[src/common/csr_decode_pkg.sv]
/*
 Constants, region enumeration and carrier structs for the control and status
 address decoder. Assumes a word-addressed host port on the status clock.
*/
package csr_decode_pkg;
   localparam int ADDR_W = 16;
   localparam int DATA_W = 32;
   // single-word pcs registers
   localparam logic [15:0] PCS_HW_ERROR_OFS = 16'h0017;
   localparam logic [15:0] BER_MONITOR_OFS = 16'h0018;
   localparam logic [15:0] TEST_MODE_OFS = 16'h0019;
   localparam logic [15:0] TEST_PATTERN_OFS = 16'h001A;
   localparam logic [15:0] LINK_FAULT_OFS = 16'h001B;
   localparam logic [15:0] PHY_RESET_OFS = 16'h001D;
   // ranges as first and last word
   localparam logic [15:0] XCVR_CSR_LO = 16'h0000;
   localparam logic [15:0] XCVR_CSR_HI = 16'h0009;
   localparam logic [15:0] LOCK_LO = 16'h0010;
   localparam logic [15:0] LOCK_HI = 16'h0014;
   localparam logic [15:0] BIT_ERR_LO = 16'h0015;
   localparam logic [15:0] BIT_ERR_HI = 16'h0016;
   localparam logic [15:0] VLANE_LO = 16'h0020;
   localparam logic [15:0] VLANE_HI = 16'h0023;
   localparam logic [15:0] PATTERN_LO = 16'h0030;
   localparam logic [15:0] PATTERN_HI = 16'h0032;
   localparam logic [15:0] WINDOW_LO = 16'h0040;
   localparam logic [15:0] WINDOW_HI = 16'h007F;
   localparam logic [15:0] KR4_LO = 16'h0080;
   localparam logic [15:0] KR4_FEC_LO = 16'h00B0;
   localparam logic [15:0] KR4_FEC_HI = 16'h00BD;
   localparam logic [15:0] KR4_AN_LO = 16'h00C0;
   localparam logic [15:0] KR4_AN_HI = 16'h00CC;
   localparam logic [15:0] KR4_LT_LO = 16'h00D0;
   localparam logic [15:0] KR4_LT_HI = 16'h00EB;
   localparam logic [15:0] MAC_LO = 16'h0100;
   // fixed answer for reserved and absent locations
   localparam logic [31:0] RESERVED_DATA = 32'h0000_0000;
   // writable masks and reset values of the local registers
   localparam logic [31:0] TEST_MODE_WMASK = 32'h0000_000F;
   localparam logic [31:0] LINK_FAULT_WMASK = 32'h0000_0007;
   localparam logic [31:0] PHY_RESET_WMASK = 32'h0000_0007;
   localparam logic [31:0] CTRL_RESET = 32'h0000_0000;

   // decoded target area
   typedef enum logic [3:0] {
      RGN_RESERVED = 4'b0000,
      RGN_XCVR_CSR = 4'b0001,
      RGN_LOCK = 4'b0010,
      RGN_BIT_ERR = 4'b0011,
      RGN_LOCAL = 4'b0100,
      RGN_VLANE = 4'b0101,
      RGN_PATTERN = 4'b0110,
      RGN_WINDOW = 4'b0111,
      RGN_KR4_FEC = 4'b1000,
      RGN_KR4_AN = 4'b1001,
      RGN_KR4_LT = 4'b1010,
      RGN_MAC = 4'b1011
   } region_e;

   // host request
   typedef struct packed {
      logic [ADDR_W-1:0] addr;
      logic read;
      logic write;
      logic [DATA_W-1:0] wdata;
   } host_req_s;

   // host answer
   typedef struct packed {
      logic [DATA_W-1:0] rdata;
      logic rvalid;
   } host_rsp_s;

   // access routed to an external area
   typedef struct packed {
      region_e region;
      logic [ADDR_W-1:0] addr;
      logic read;
      logic write;
      logic [DATA_W-1:0] wdata;
   } area_req_s;
endpackage : csr_decode_pkg

[src/hdl/csr_region_decode.sv]
/*
 Combinational word-address to region decoder.
 Assumes build options are static strap parameters.
*/
`timescale 1ns/100ps
module csr_region_decode import csr_decode_pkg::*; #(
   parameter bit OLDER_FAMILY = 1'b0,
   parameter bit FOUR_LANE = 1'b0,
   parameter bit HAS_KR4 = 1'b1
) (
   // word address in, region out
   input wire logic [ADDR_W-1:0] addr,
   output region_e region
);
   // priority range compare over the word address
   always_comb begin
      region = RGN_RESERVED;
      if (addr >= MAC_LO) begin
         region = RGN_MAC;
      end else if (addr >= KR4_LO) begin
         if (HAS_KR4) begin
            if (addr >= KR4_FEC_LO && addr <= KR4_FEC_HI) region = RGN_KR4_FEC;
            else if (addr >= KR4_AN_LO && addr <= KR4_AN_HI) region = RGN_KR4_AN;
            else if (addr >= KR4_LT_LO && addr <= KR4_LT_HI) region = RGN_KR4_LT;
         end
      end else if (addr >= WINDOW_LO) begin
         if (!OLDER_FAMILY && !FOUR_LANE) region = RGN_WINDOW;
      end else if (addr <= XCVR_CSR_HI) begin
         region = RGN_XCVR_CSR;
      end else if (addr >= LOCK_LO && addr <= LOCK_HI) begin
         region = RGN_LOCK;
      end else if (addr >= BIT_ERR_LO && addr <= BIT_ERR_HI) begin
         region = RGN_BIT_ERR;
      end else if ((addr >= PCS_HW_ERROR_OFS && addr <= LINK_FAULT_OFS) || addr == PHY_RESET_OFS) begin
         region = RGN_LOCAL;
      end else if (addr >= VLANE_LO && addr <= VLANE_HI) begin
         region = RGN_VLANE;
      end else if (addr >= PATTERN_LO && addr <= PATTERN_HI) begin
         region = RGN_PATTERN;
      end
   end
endmodule : csr_region_decode

[src/hdl/eth_phy_csr_address_decoder.sv]
/*
 Control and status address decoder: routes host word accesses to PCS,
 transceiver window, KR4 and MAC areas, holds the single-word PCS registers,
 drops reserved writes and answers reserved reads with a constant.
 Assumes external areas answer a read with ext_rvalid within bounded time and
 that the host issues one access at a time.
*/
`timescale 1ns/100ps
module eth_phy_csr_address_decoder import csr_decode_pkg::*; #(
   parameter bit OLDER_FAMILY = 1'b0,
   parameter bit FOUR_LANE = 1'b0,
   parameter bit HAS_KR4 = 1'b1
) (
   // clock and reset
   input wire logic ref_clk,
   input wire logic arst_n,
   // host side
   input wire host_req_s host_req,
   output host_rsp_s host_rsp,
   // external areas
   output area_req_s area_req,
   input wire logic [DATA_W-1:0] ext_rdata,
   input wire logic ext_rvalid,
   // pcs status inputs and control outputs
   input wire logic [31:0] hw_error_in,
   input wire logic [31:0] ber_status_in,
   input wire logic [31:0] pattern_count_in,
   input wire logic [31:0] fault_status_in,
   output logic [31:0] test_mode_ctrl,
   output logic [31:0] link_fault_ctrl,
   output logic [31:0] phy_reset_ctrl
);
   typedef struct packed {
      host_rsp_s rsp;
      area_req_s area;
      logic ext_pending;
      logic [31:0] test_mode;
      logic [31:0] link_fault;
      logic [31:0] phy_reset;
   } state_s;

   state_s state_reg, state_next;
   region_e region;

   // region lookup for the current word address
   csr_region_decode #(
      .OLDER_FAMILY(OLDER_FAMILY),
      .FOUR_LANE(FOUR_LANE),
      .HAS_KR4(HAS_KR4)
   ) u_decode (
      .addr(host_req.addr),
      .region(region)
   );

   // next state: local registers, routing and read answers
   always_comb begin
      state_next = state_reg;
      state_next.rsp.rvalid = 1'b0;
      state_next.area.read = 1'b0;
      state_next.area.write = 1'b0;
      // complete a forwarded read
      if (state_reg.ext_pending && ext_rvalid) begin
         state_next.ext_pending = 1'b0;
         state_next.rsp.rvalid = 1'b1;
         state_next.rsp.rdata = ext_rdata;
      end
      if (host_req.write) begin
         case (region)
            RGN_LOCAL: begin
               // only writable bits change, read-only bits keep value
               case (host_req.addr)
                  TEST_MODE_OFS: state_next.test_mode =
                     (state_reg.test_mode & ~TEST_MODE_WMASK) | (host_req.wdata & TEST_MODE_WMASK);
                  LINK_FAULT_OFS: state_next.link_fault =
                     (state_reg.link_fault & ~LINK_FAULT_WMASK) | (host_req.wdata & LINK_FAULT_WMASK);
                  PHY_RESET_OFS: state_next.phy_reset =
                     (state_reg.phy_reset & ~PHY_RESET_WMASK) | (host_req.wdata & PHY_RESET_WMASK);
                  default: ; // status-only words ignore writes
               endcase
            end
            RGN_RESERVED: ; // write dropped
            default: begin
               state_next.area.region = region;
               state_next.area.addr = host_req.addr;
               state_next.area.wdata = host_req.wdata;
               state_next.area.write = 1'b1;
            end
         endcase
      end else if (host_req.read) begin
         case (region)
            RGN_LOCAL: begin
               state_next.rsp.rvalid = 1'b1;
               case (host_req.addr)
                  PCS_HW_ERROR_OFS: state_next.rsp.rdata = hw_error_in;
                  BER_MONITOR_OFS: state_next.rsp.rdata = ber_status_in;
                  TEST_MODE_OFS: state_next.rsp.rdata = state_reg.test_mode;
                  TEST_PATTERN_OFS: state_next.rsp.rdata = pattern_count_in;
                  LINK_FAULT_OFS: state_next.rsp.rdata = state_reg.link_fault | (fault_status_in & ~LINK_FAULT_WMASK);
                  PHY_RESET_OFS: state_next.rsp.rdata = state_reg.phy_reset;
                  default: state_next.rsp.rdata = RESERVED_DATA;
               endcase
            end
            RGN_RESERVED: begin
               state_next.rsp.rvalid = 1'b1;
               state_next.rsp.rdata = RESERVED_DATA;
            end
            default: begin
               state_next.area.region = region;
               state_next.area.addr = host_req.addr;
               state_next.area.read = 1'b1;
               state_next.ext_pending = 1'b1;
            end
         endcase
      end
   end

   // state register
   always_ff @(posedge ref_clk or negedge arst_n) begin
      if (!arst_n) begin
         state_reg <= '{rsp: '{rdata: 32'h0000_0000, rvalid: 1'b0},
                        area: '{region: RGN_RESERVED, addr: 16'h0000, read: 1'b0, write: 1'b0,
                                wdata: 32'h0000_0000},
                        ext_pending: 1'b0, test_mode: CTRL_RESET, link_fault: CTRL_RESET,
                        phy_reset: CTRL_RESET};
      end else begin
         state_reg <= state_next;
      end
   end

   // outputs straight from flops
   assign host_rsp = state_reg.rsp;
   assign area_req = state_reg.area;
   assign test_mode_ctrl = state_reg.test_mode;
   assign link_fault_ctrl = state_reg.link_fault;
   assign phy_reset_ctrl = state_reg.phy_reset;
endmodule : eth_phy_csr_address_decoder

[config.mk]
export PLATFORM = sky130hd
export DESIGN_NAME = eth_phy_csr_address_decoder
export DESIGN_NICKNAME = d
export VERILOG_FILES = /design/src/common/csr_decode_pkg.sv /design/src/hdl/csr_region_decode.sv /design/src/hdl/eth_phy_csr_address_decoder.sv
export SDC_FILE = /design/constraint.sdc
export NUM_CORES = 1
export LEC_CHECK = 0
export BUFFER_PORTS_ARGS = -buffer_cell sky130_fd_sc_hd__buf_2
export CAP_MARGIN = 20
export CORE_AREA = 2 2 152 154
export CTS_BUF_LIST = sky130_fd_sc_hd__clkbuf_16
export CTS_CLUSTER_DIAMETER = 150
export DETAILED_ROUTE_END_ITERATION = 6
export DIE_AREA = 0 0 154 156
export PLACE_DENSITY = 0.64
export SLEW_MARGIN = 25
export SYNTH_ARGS = -nofsm -noshare
export SYNTH_HDL_FRONTEND = slang
export SYNTH_SLANG_ARGS = --single-unit
[constraint.sdc]
create_clock -name ref_clk -period 2.9 [get_ports ref_clk]
set_clock_uncertainty 0.2 [all_clocks]
set_input_delay 0.58 -clock ref_clk [delete_from_list [all_inputs] [get_ports ref_clk]]
set_output_delay 0.58 -clock ref_clk [all_outputs]
set_load 0.005 [all_outputs]
After elaboration in Yosys (flattened, before gate mapping):

Cells that the tools add are included.

* register bits: 184
* latch bits: 0
* memory bits (writable): 0
* memory bits (read-only): 0
* bits of input ports: 213
* output and inout bits: 183
* logic and storage cells: 90
* memories kept: 0

* add/sub/neg operators: 0
* multiply operators: 0
* divide/modulo/power cells: 0
* $lt $le $gt $ge: 20
* equality and inequality tests: 9
* shift operators: 0
* multiplexer cells: 27
* bitwise gates (word level): 5
* reduce and logical (&&, ||, !) cells: 18

Operators by type and width (count)
* $pmux W32 S6: 1
* $mux W33: 4
* $eq A16 B5 Y1 const B: 6
* $pmux W33 S2: 1
* $ge A16 B8 Y1 const B: 4
* $or A32 B3 Y32: 2
* $mux W54: 1
* $ge A16 B5 Y1 const B: 3
* $le A16 B5 Y1 const B: 3
* $le A16 B8 Y1 const B: 3
* $mux W4: 11
* $mux W20: 2
* $ge A16 B6 Y1 const B: 2
* $le A16 B6 Y1 const B: 2
* $or A32 B32 Y32: 1
* $or A32 B4 Y32: 1
* $mux W21: 1
* $ge A16 B7 Y1 const B: 1
* $ge A16 B9 Y1 const B: 1
* $le A16 B4 Y1 const B: 1
* $reduce_and A3 Y1: 4
* $logic_and A1 B1 Y1: 9
* $mux W1: 5
* $eq A4 B3 Y1 const B: 1
* 8 further kinds: 9

Depth between registers and ports, before layout:

Gate-level depths: netlist (run 1).

* word-level depth: 16
* mapped depth: 9
* gate-level depth less buffers: 6

By module:

Synthesis (run 1) repeated with hierarchy kept, for this count alone.

* cells, all modules: 611
* area, all modules: 6749.0 µm²

Modules (own cells, without submodules)
* eth_phy_csr_address_decoder: times used 1, cells an instance 576, area each 6503.7 µm², seq. area each 2452.4 µm²
* csr_region_decode: times used 1, cells an instance 35, area each 245.2 µm², seq. area each 0.0 µm²

Least setup slack after synthesis (run 1):

Ideal clock, no wire load.

* path kind: input to register
* from: in host_req[42] (netlist bit)
* to: reg state_reg (netlist bit area_req[13])
* library setup time: 0.125 ns
* arrival time: 2.713 ns
* data required time: 2.575 ns
* slack: -0.138 ns
* stages: 8
* cells stage by stage: or4_1 -> clkbuf_2 -> a311o_1 -> a221oi_2 -> o211ai_2 -> nand2_2 -> buf_6 -> mux2_2

* word-level cells in the longest chain between the ends: 15

RTL lines
* start, declared: RTL line eth_phy_csr_address_decoder.sv:18 `input wire host_req_s host_req,`
* $ge A16 B6 Y1 or $le A16 B6 Y1 (tied branches): RTL line csr_region_decode.sv:38 `end else if (addr >= PATTERN_LO && addr <= PATTERN_HI) begin`
* $logic_and A1 B1 Y1: RTL line csr_region_decode.sv:38
* $mux W3: RTL line csr_region_decode.sv:38
* $mux W4: RTL line csr_region_decode.sv:36 `end else if (addr >= VLANE_LO && addr <= VLANE_HI) begin`
* $mux W4: RTL line csr_region_decode.sv:34 `end else if ((addr >= PCS_HW_ERROR_OFS && addr <= LINK_FAULT_OFS) || addr == PHY_RESET_OFS) begin`
* $mux W4: RTL line csr_region_decode.sv:32 `end else if (addr >= BIT_ERR_LO && addr <= BIT_ERR_HI) begin`
* $mux W4: RTL line csr_region_decode.sv:30 `end else if (addr >= LOCK_LO && addr <= LOCK_HI) begin`
* $mux W4: RTL line csr_region_decode.sv:28 `end else if (addr <= XCVR_CSR_HI) begin`
* $mux W4: RTL line csr_region_decode.sv:26 `end else if (addr >= WINDOW_LO) begin`
* $mux W4: RTL line csr_region_decode.sv:20 `end else if (addr >= KR4_LO) begin`
* $mux W4 *: RTL line csr_region_decode.sv:18 `if (addr >= MAC_LO) begin`
* $eq A4 B3 Y1 or $logic_not A4 Y1 (tied branches): RTL line eth_phy_csr_address_decoder.sv:68 `case (region)`
* $reduce_or A2 Y1 (no source line) *
* $not A1 Y1 (no source line) *
* $reduce_and A2 Y1 (no source line) *
* end signal, assigned: RTL line eth_phy_csr_address_decoder.sv:120 `state_reg <= '{rsp: '{rdata: 32'h0000_0000, rvalid: 1'b0},`
* end signal, assigned: RTL line eth_phy_csr_address_decoder.sv:126 `state_reg <= state_next;`
* end, declared: RTL line eth_phy_csr_address_decoder.sv:42 `state_s state_reg, state_next;`

Every way passes the cells marked *; elsewhere a longest branch is shown, timed or not.
A chain may end at the register's enable or synchronous reset.

Worst setup path in the final report (run 1):

* from: in host_req[42] (netlist bit)
* to: reg state_reg (netlist bit area_req[16])

Same word-level chain as after synthesis.

==> results.env, run 1 <==
STATUS='finished clean'
ENDPOINT_ARRIVAL_TIME_ON_THE_CRITICAL_PATH_NS=2.80
YOSYS_WARNINGS=0
MAX_SLEW_MARGIN_PCT=45.3
GRT_OVERFLOW_TOTAL=0
FIN_CELLS=1195
CRITICAL_PATH_CLASS='primary input to flip-flop'
SETUP_WS_NS=0.124
CLK-INSERTION-DELAY-LATE_NS=0.34
DRT_WL_TOTAL_UM=19100
FINALMAXSLEWVIOLATIONS=0
AVGSYNTHCELLAREA_SQ_UM=9.62
P_COMB_SHARE_PCT=20.5
RSZ0062_AT_GRT='false'
ROUTED_VIA_DENSITY=4.51
HOLD-WORST-SLACK_NS=0.0645
DIE_X_UM=154
DETAILEDPLACE.WORSTSLACK_NS=-0.224
LARGEST_REG_FLOPS=54
GRT_MAX_DEGREE=51
POWER.NET_SWITCHING_W=0.000999
DRIVE_ABOVE_1_SHARE_PCT=45.8
DIE_HEIGHT_UM=156
YS_SEQ_AREA_SHARE_PCT=37.2
POST_SYNTH_INSTANCE_AREA_SQ_MM=0.00659
DRC_ERRORS=0
FINAL_PERIOD_MINUS_WORST_SETUP_SLACK_NS=2.78
SYN-INSTANCE-COUNT=685
DETAIL_ROUTE.ITER0.VIOLATIONS=262
SYNTH_EDF_COUNT=0
INTERNAL_POWER_W=0.00258
VIA_COUNT=5390
CRITICAL_PATH.ENDPOINT_TYPE='flip-flop'
GRT_USAGE_PCT=15.0
PLACED_CELLS=1178
POST-CTS-SETUP-BUFFERS=0
LEAKAGE_DISSIPATION_nW=4.22
FP.COREAREA_SQ_MM=0.0224
LAUNCH_INSTANCE_OF_THE_WORST_REGISTER_TO_REGISTER_PATH='link_fault_ctrl[2]'
MAX_FREQ_MHz=360
FLOORPLAN.ROWS=55
HOLDCRITPATHCLASS='primary input to asynchronous set/reset pin'
DRT_PASS1_ITERATIONS=5
NUMBER_OF_MAXIMUM_CAPACITANCE_CONSTRAINT_VIOLATIONS=0
CRITPATHREQUIREDTIME_NS=2.93
POWER.SHARE.SWITCHING_PCT=27.9
WL_PER_CELL_UM=16.0
DETAILED_PLACE_HPWL_UM=15000
CTS_MAX_PATH_BUFFERS=2
GRT_ANTENNA_BEFORE_REPAIR=2
WORST_MARGIN_PIN_SLEW_NS=0.813
CLKPWRFRAC_PCT=35.1
DESIGN.FINAL.NETS=1117
ROUTE.ANTENNA.REMAINING_NETS=0
POSTSYNTHREGISTERBITS=98
FINAL.PERIOD_UTILIZATION_PCT=95.7
POWER_DENSITY_mW_PER_MM2=447
CTS_REPAIR_RESIZE_COUNT=0
FINISH.UTILIZATION_PCT=35.8
CTS_TREE='yes'
FLOORPLAN.INITIALDENSITY_PCT=29.5
GP_CONGESTION=0.803
GRT_FIRST_PASS_WIRELENGTH_UM=28000
NUMCTSBUFFERS=9
WORST_SETUP_HOLD_PATH_CLK_SLEW_NS=0.08
DISTINCT_CELL_TYPE_COUNT_OF_THE_SYNTHESIZED_NETLIST=54
CTS-HTREE-LEVELS=3
CLOCK_SINKS=98
FINALHOLDVIOLCOUNT=0
FIN_TOTAL_PWR_W=0.00358
IO_PINS=396
REPORT.FINAL.SETUP_VIOL=0
SEQPWRFRAC_PCT=44.3
SYNTHARSTFLOPSHARE_PCT=100
PORT_BUFFERS=306
POST_CTS_HOLD_BUFFER_COUNT=0
FP.DIEAREA_SQ_MM=0.0240
CRITICAL_PATH_PEAK_FANOUT=33
CLOCK_ROOT_CELL='sky130_fd_sc_hd__clkbuf_16'
STARTPOINT_TYPE='primary input'
CRIT_PATH_START='host_req[42]'
SYNTH_FF_TYPE='sky130_fd_sc_hd__dfrtp_1'
VDD_DROP_MAX_mV=0.343
GRT_PASS1_VIAS=5158
AREA_GROWTH_FROM_SYNTHESIS_TO_FINAL_LAYOUT_PCT=21.5
==> through the flow <==
| stage | area (sq um) | TNS (ns) |
|---|---|---|
| final | 8010 | 0 |
| after floorplan | 6940 | -4.43 |
| after global placement | 7700 | -14.64 |
| after CTS | 8010 | 0 |
| after global routing | 8010 | 0 |
| after detailed placement | 7700 | -15.85 |
==> cell type report <==
cell class / instances / area (sq um)
tap: 285 / 357
fill: 2306 / 14400
multi-input combinational: 442 / 2910
inverter: 6 / 22.5
antenna: 1 / 2.50
sequential: 98 / 2450
timing repair buffer: 347 / 1950
clock buffer: 9 / 225
clock inverter: 7 / 83.8
==> cells in the mapped netlist, drive strengths merged, types with 2 or more instances <==
library cell / number / share of area [%]
a22o: 3 / 0.40
mux2: 61 / 10
clkbuf: 25 / 1.4
and3b: 2 / 0.27
a221oi: 2 / 0.36
nor2: 7 / 0.40
inv: 6 / 0.34
nor2b: 3 / 0.28
or2: 2 / 0.19
nand4bb: 3 / 0.51
nand3: 58 / 4.4
or4: 2 / 0.23
o211ai: 2 / 0.30
a21boi: 3 / 0.34
nand2b: 5 / 0.47
and2: 2 / 0.19
a22oi: 56 / 6.4
a311oi: 2 / 0.36
a21oi: 5 / 0.38
nand2: 65 / 3.7
o21a: 29 / 3.3
o22ai: 2 / 0.19
buf: 199 / 22
dfrtp: 98 / 37
and3: 2 / 0.19
o21ai: 8 / 0.78
nor3: 4 / 0.30
nor4: 3 / 0.47
nor3b: 2 / 0.23
mux2i: 7 / 1.1
a211oi: 2 / 0.23
a222oi: 3 / 0.46
==> routing by layer <==
metal | track usage, % | part of all wire, % | vias up
met2 | 26.9 | 50 | 264
met1 | 17.3 | 40 | 2540
li1 | - | - | 2571
met5 | 0 | 0.068 | -
met4 | 3.65 | 0.90 | 2
met3 | 4.86 | 9.0 | 13
==> placed cells by master (no fill, tap or decap), types with 3 or more instances in the layout <==
master                      count
sky130_fd_sc_hd__inv_1          6
sky130_fd_sc_hd__a22oi_1       56
sky130_fd_sc_hd__nor2b_1        3
sky130_fd_sc_hd__nor2_1         7
sky130_fd_sc_hd__mux2_4         5
sky130_fd_sc_hd__dfrtp_1       98
sky130_fd_sc_hd__conb_1        86
sky130_fd_sc_hd__clkbuf_16      9
sky130_fd_sc_hd__nand2b_1       5
sky130_fd_sc_hd__buf_4         33
sky130_fd_sc_hd__nand4bb_1      3
sky130_fd_sc_hd__buf_12         9
sky130_fd_sc_hd__a22o_1         3
sky130_fd_sc_hd__nand2_1       64
sky130_fd_sc_hd__buf_2        305
sky130_fd_sc_hd__o21a_1        29
sky130_fd_sc_hd__o21ai_0        7
sky130_fd_sc_hd__nor3_1         4
sky130_fd_sc_hd__a222oi_1       3
sky130_fd_sc_hd__a21oi_1        5
sky130_fd_sc_hd__mux2i_1        7
sky130_fd_sc_hd__nand3_1       58
sky130_fd_sc_hd__a21boi_0       3
sky130_fd_sc_hd__mux2_2        34
sky130_fd_sc_hd__mux2_1        22
==> critical path: stages <==
cell and delay, ns:
sky130_fd_sc_hd__buf_2 0.11, sky130_fd_sc_hd__or4_1 0.62, sky130_fd_sc_hd__or2_2 0.35, sky130_fd_sc_hd__a311oi_2 0.28, sky130_fd_sc_hd__o211ai_2 0.16, sky130_fd_sc_hd__nand2_2 0.11, sky130_fd_sc_hd__buf_12 0.21, sky130_fd_sc_hd__mux2_2 0.36
==> power groups by stage <==
stage	registers (W)	clock network (W)	logic, W
after floorplan	0.00160	0	0.000624
after global placement	0.00161	0	0.000730
after detailed placement	0.00161	0	0.000742
after CTS	0.00159	0.00133	0.000745
after global routing	0.00161	0.00137	0.000816
final	0.00159	0.00126	0.000736
==> cell families (layout without fill, tap and decap cells) <==
| group | count (synthesis) | in the layout | synth area share [%] |
|---|---|---|---|
| compound gates | 123 | 123 | 14.4 |
| buf+inv | 230 | 369 | 24.2 |
| other cells | 1 | 87 | 0.0569 |
| mux | 69 | 69 | 11.8 |
| xor+xnor | 1 | 1 | 0.133 |
| flops | 98 | 98 | 37.2 |
| simple gates | 163 | 163 | 12.2 |
==> path summary, 6_finish.rpt <==
| kind | endpoint | slack [ns] | cells past startpoint |
|---|---|---|---|
| worst max-delay path | area_req[16] | 0.12 | 8 |
| worst min-delay path | area_req[37] | 0.06 | 1 |
| worst max register to register | host_rsp[3] | 0.60 | 5 |
| worst min register to register | area_req[53] | 0.28 | 1 |
| max in group asynchronous | host_rsp[26] | 1.72 | 2 |
| min in group ref_clk | area_req[28] | 0.24 | 2 |
Power figures use the tool's default switching activity.
==> run 2: changes to the inputs <==
--- a/config.mk
+++ b/config.mk
@@ -13,6 +13,7 @@
 export DETAILED_ROUTE_END_ITERATION = 6
 export DIE_AREA = 0 0 154 156
 export PLACE_DENSITY = 0.64
+export REMOVE_ABC_BUFFERS = 1
 export SLEW_MARGIN = 25
 export SYNTH_ARGS = -nofsm -noshare
 export SYNTH_HDL_FRONTEND = slang
==> results.env, run 2 (same netlist as run 1, synthesis figures left out) <==
VDD_DROP_MAX_mV=0.243  # -29%
CRITICAL_PATH.SLOWEST_CELL='sky130_fd_sc_hd__or4_1'
TIMING.CRITICAL_PATH.SLOWEST_CELL_DELAY_NS=0.60  # -0.02 ns
WORST_SETUP_HOLD_PATH_CLK_SLEW_NS=0.08  # about the same
CTS-HTREE-LEVELS=3  # unchanged
CTS_TREE='yes'
PORT_BUFFERS=306  # unchanged
IO_PINS=396  # unchanged
CRIT_PATH_CELL_TRACE='buf_2 -> or4_1 -> a311o_1 -> a221oi_2 -> o211ai_2 -> nand2_4 -> clkbuf_16 -> mux2_1'
FINALHOLDVIOLCOUNT=0  # unchanged
FLOORPLAN.INITIALDENSITY_PCT=29.5  # unchanged
STARTPOINT_TYPE='primary input'
FINAL_PERIOD_MINUS_WORST_SETUP_SLACK_NS=2.78  # +0.00821 ns
ROUTED_VIA_DENSITY=4.50  # -0.26%
FINALMAXSLEWVIOLATIONS=0  # unchanged
CTS_MAX_PATH_BUFFERS=2  # unchanged
CLOCK_SINKS=98  # unchanged
NUMCTSBUFFERS=9  # unchanged
DRIVE_ABOVE_1_SHARE_PCT=44.9  # -0.84 points
STATUS='finished clean'
GRT_ANTENNA_BEFORE_REPAIR=1  # -1
MAX_SLEW_MARGIN_PCT=60.6  # +15 points
FP.COREAREA_SQ_MM=0.0224  # unchanged
AREA_GROWTH_FROM_SYNTHESIS_TO_FINAL_LAYOUT_PCT=21.1
CRIT_PATH_START='host_req[42]'
CRITPATHREQUIREDTIME_NS=2.94  # about the same
DIE_HEIGHT_UM=156  # unchanged
FLOORPLAN.ROWS=55  # unchanged
TOP_LAYER_USED='met5'
GRT_MAX_DEGREE=40  # -22%
FILLERS=2298  # -0.35%
LAYOUT_COMMON_CELLS='sky130_fd_sc_hd__buf_2 (305), sky130_fd_sc_hd__dfrtp_1 (98), sky130_fd_sc_hd__conb_1 (86)'
CRITICAL_PATH_CLASS='primary input to flip-flop'
DETAILROUTE.WIRELENGTH.MET2_UM=10600  # +11%
FINAL_DESIGN_AREA_NO_FILL_SQ_MM=0.00798  # -0.30%
GRT_OVERFLOW_TOTAL=0  # unchanged
ANTENNA_DIODE_COUNT=0  # -1
RSZ0062_AT_GRT='false'
FINISH.UTILIZATION_PCT=35.7  # -0.11 points
FP.DIEAREA_SQ_MM=0.0240  # unchanged
FIN_CELLS=1191  # -0.33%
CRITICAL_PATH_PEAK_FANOUT=16  # -52%
ROUTE.ANTENNA.REMAINING_NETS=0  # unchanged
WL_PER_CELL_UM=17.1  # +7.1%
GRT_PASS1_VIAS=5289  # +2.5%
FIN_TOTAL_PWR_W=0.00355  # -0.78%
DRC_ERRORS=0  # unchanged
LEAKAGE_DISSIPATION_nW=4.18  # -0.80%
LAUNCH_INSTANCE_OF_THE_WORST_REGISTER_TO_REGISTER_PATH='link_fault_ctrl[2]'
DETAIL_ROUTE.ITER0.VIOLATIONS=324  # +24%
CRITICAL_PATH.ENDPOINT_TYPE='flip-flop'
WORST_MARGIN_PIN_SLEW_NS=0.592  # -0.221 ns
VIA_COUNT=5358  # -0.59%
DETAILEDPLACE.WORSTSLACK_NS=-0.277  # -0.0525 ns
LARGEST_REG_FLOPS=54  # unchanged
GRT_USAGE_PCT=16.0  # +1.0 points
FINAL.PERIOD_UTILIZATION_PCT=96.0  # +0.28 points
DR_WL_MET3_UM=1570  # -9.2%
DRT_WL_TOTAL_UM=20400  # +6.8%
PLACED_CELLS=1173  # -0.42%
REPORT.FINAL.SETUP_VIOL=0  # unchanged
DIE_X_UM=154  # unchanged
NUMBER_OF_MAXIMUM_CAPACITANCE_CONSTRAINT_VIOLATIONS=0  # unchanged
FINAL_COMMON_CELL='sky130_fd_sc_hd__buf_2'
POST-CTS-SETUP-BUFFERS=0  # unchanged
CLOCK_ROOT_CELL='sky130_fd_sc_hd__clkbuf_16'
SETUP_WS_NS=0.116  # -0.00821 ns
MAX_FREQ_MHz=359  # -0.30%
DRT-MET1-WL_UM=8010  # +5.2%
POWER_DENSITY_mW_PER_MM2=445  # -0.48%
STARTPOINT_OF_THE_TIGHTEST_HOLD_CHECK_PATH='host_req[26]'
DPL-INSTANCE-AREA_SQ_MM=0.00764  # -0.75%
ENDPOINT_ARRIVAL_TIME_ON_THE_CRITICAL_PATH_NS=2.82  # +0.02 ns
DRT_PASS1_ITERATIONS=4  # -1
HOLDCRITPATHCLASS='primary input to flip-flop'
DESIGN.FINAL.NETS=1114  # -0.27%
CLK-INSERTION-DELAY-LATE_NS=0.35  # about the same
MULTI_INPUT_LOGIC_AREA_SQ_MM=0.00290  # -0.30%
FF_LATCH_AREA_SQ_MM=0.00245  # unchanged
DETAILED_PLACE_HPWL_UM=16000  # +6.4%
GRT_FIRST_PASS_WIRELENGTH_UM=29700  # +6.1%
GP_CONGESTION=0.833  # +3.8%
==> run 2: final timing paths <==
kind,endpoint,slack [ns],depth (start not counted)
setup reg to reg,host_rsp[3],0.90,5
setup / recovery,area_req[9],0.12,8
max in group asynchronous,area_req[7],1.27,3
min in group asynchronous,area_req[44],0.54,2
hold reg to reg,area_req[26],0.29,1
hold / removal,area_req[26],0.23,2
==> run 2: what timing repair did <==
item	CTS	global route
hold endpoints to repair	4	0
hold buffers	1	0
gates resized for setup	0	2
setup endpoints to repair	0	2
==> run 2: layout make-up <==
cell class                 count  area share [%]
multi-input combinational    442            36.3
tap                          285            4.47
inverter                       6           0.282
clock buffer                   9            2.82
clock inverter                 7           0.925
timing repair buffer         344            24.4
sequential                    98            30.7
==> run 2: critical path, delay by kind of cell <==
kind	cells	cell delay (ns)
compound gates	3	0.85
simple gates	2	0.76
mux	1	0.33
buf+inv	2	0.30
==> run 2: stage by stage <==
| stage | hold WS [ns] | setup TNS, ns |
|---|---|---|
| global route | 0.226 | 0 |
| floorplan | 0.0844 | -54.70 |
| finish | 0.232 | 0 |
| CTS | 0.215 | 0 |
| global placement | 0.269 | -16.93 |
| detailed placement | 0.276 | -19.28 |
==> run 2: where the power goes <==
part	switching (W)	internal [W]	total [W]
combinational	0.000360	0.000376	0.000736
clock	0.000618	0.000609	0.00123
sequential	0.0000755	0.00151	0.00159
total	0.00105	0.00250	0.00355
==> run 2: layer usage <==
layer	vias to the layer above	global-route usage, %
met4	2	4.09
met1	2549	18.5
met5	-	0
met2	233	29.4
li1	2559	-
met3	15	4.11
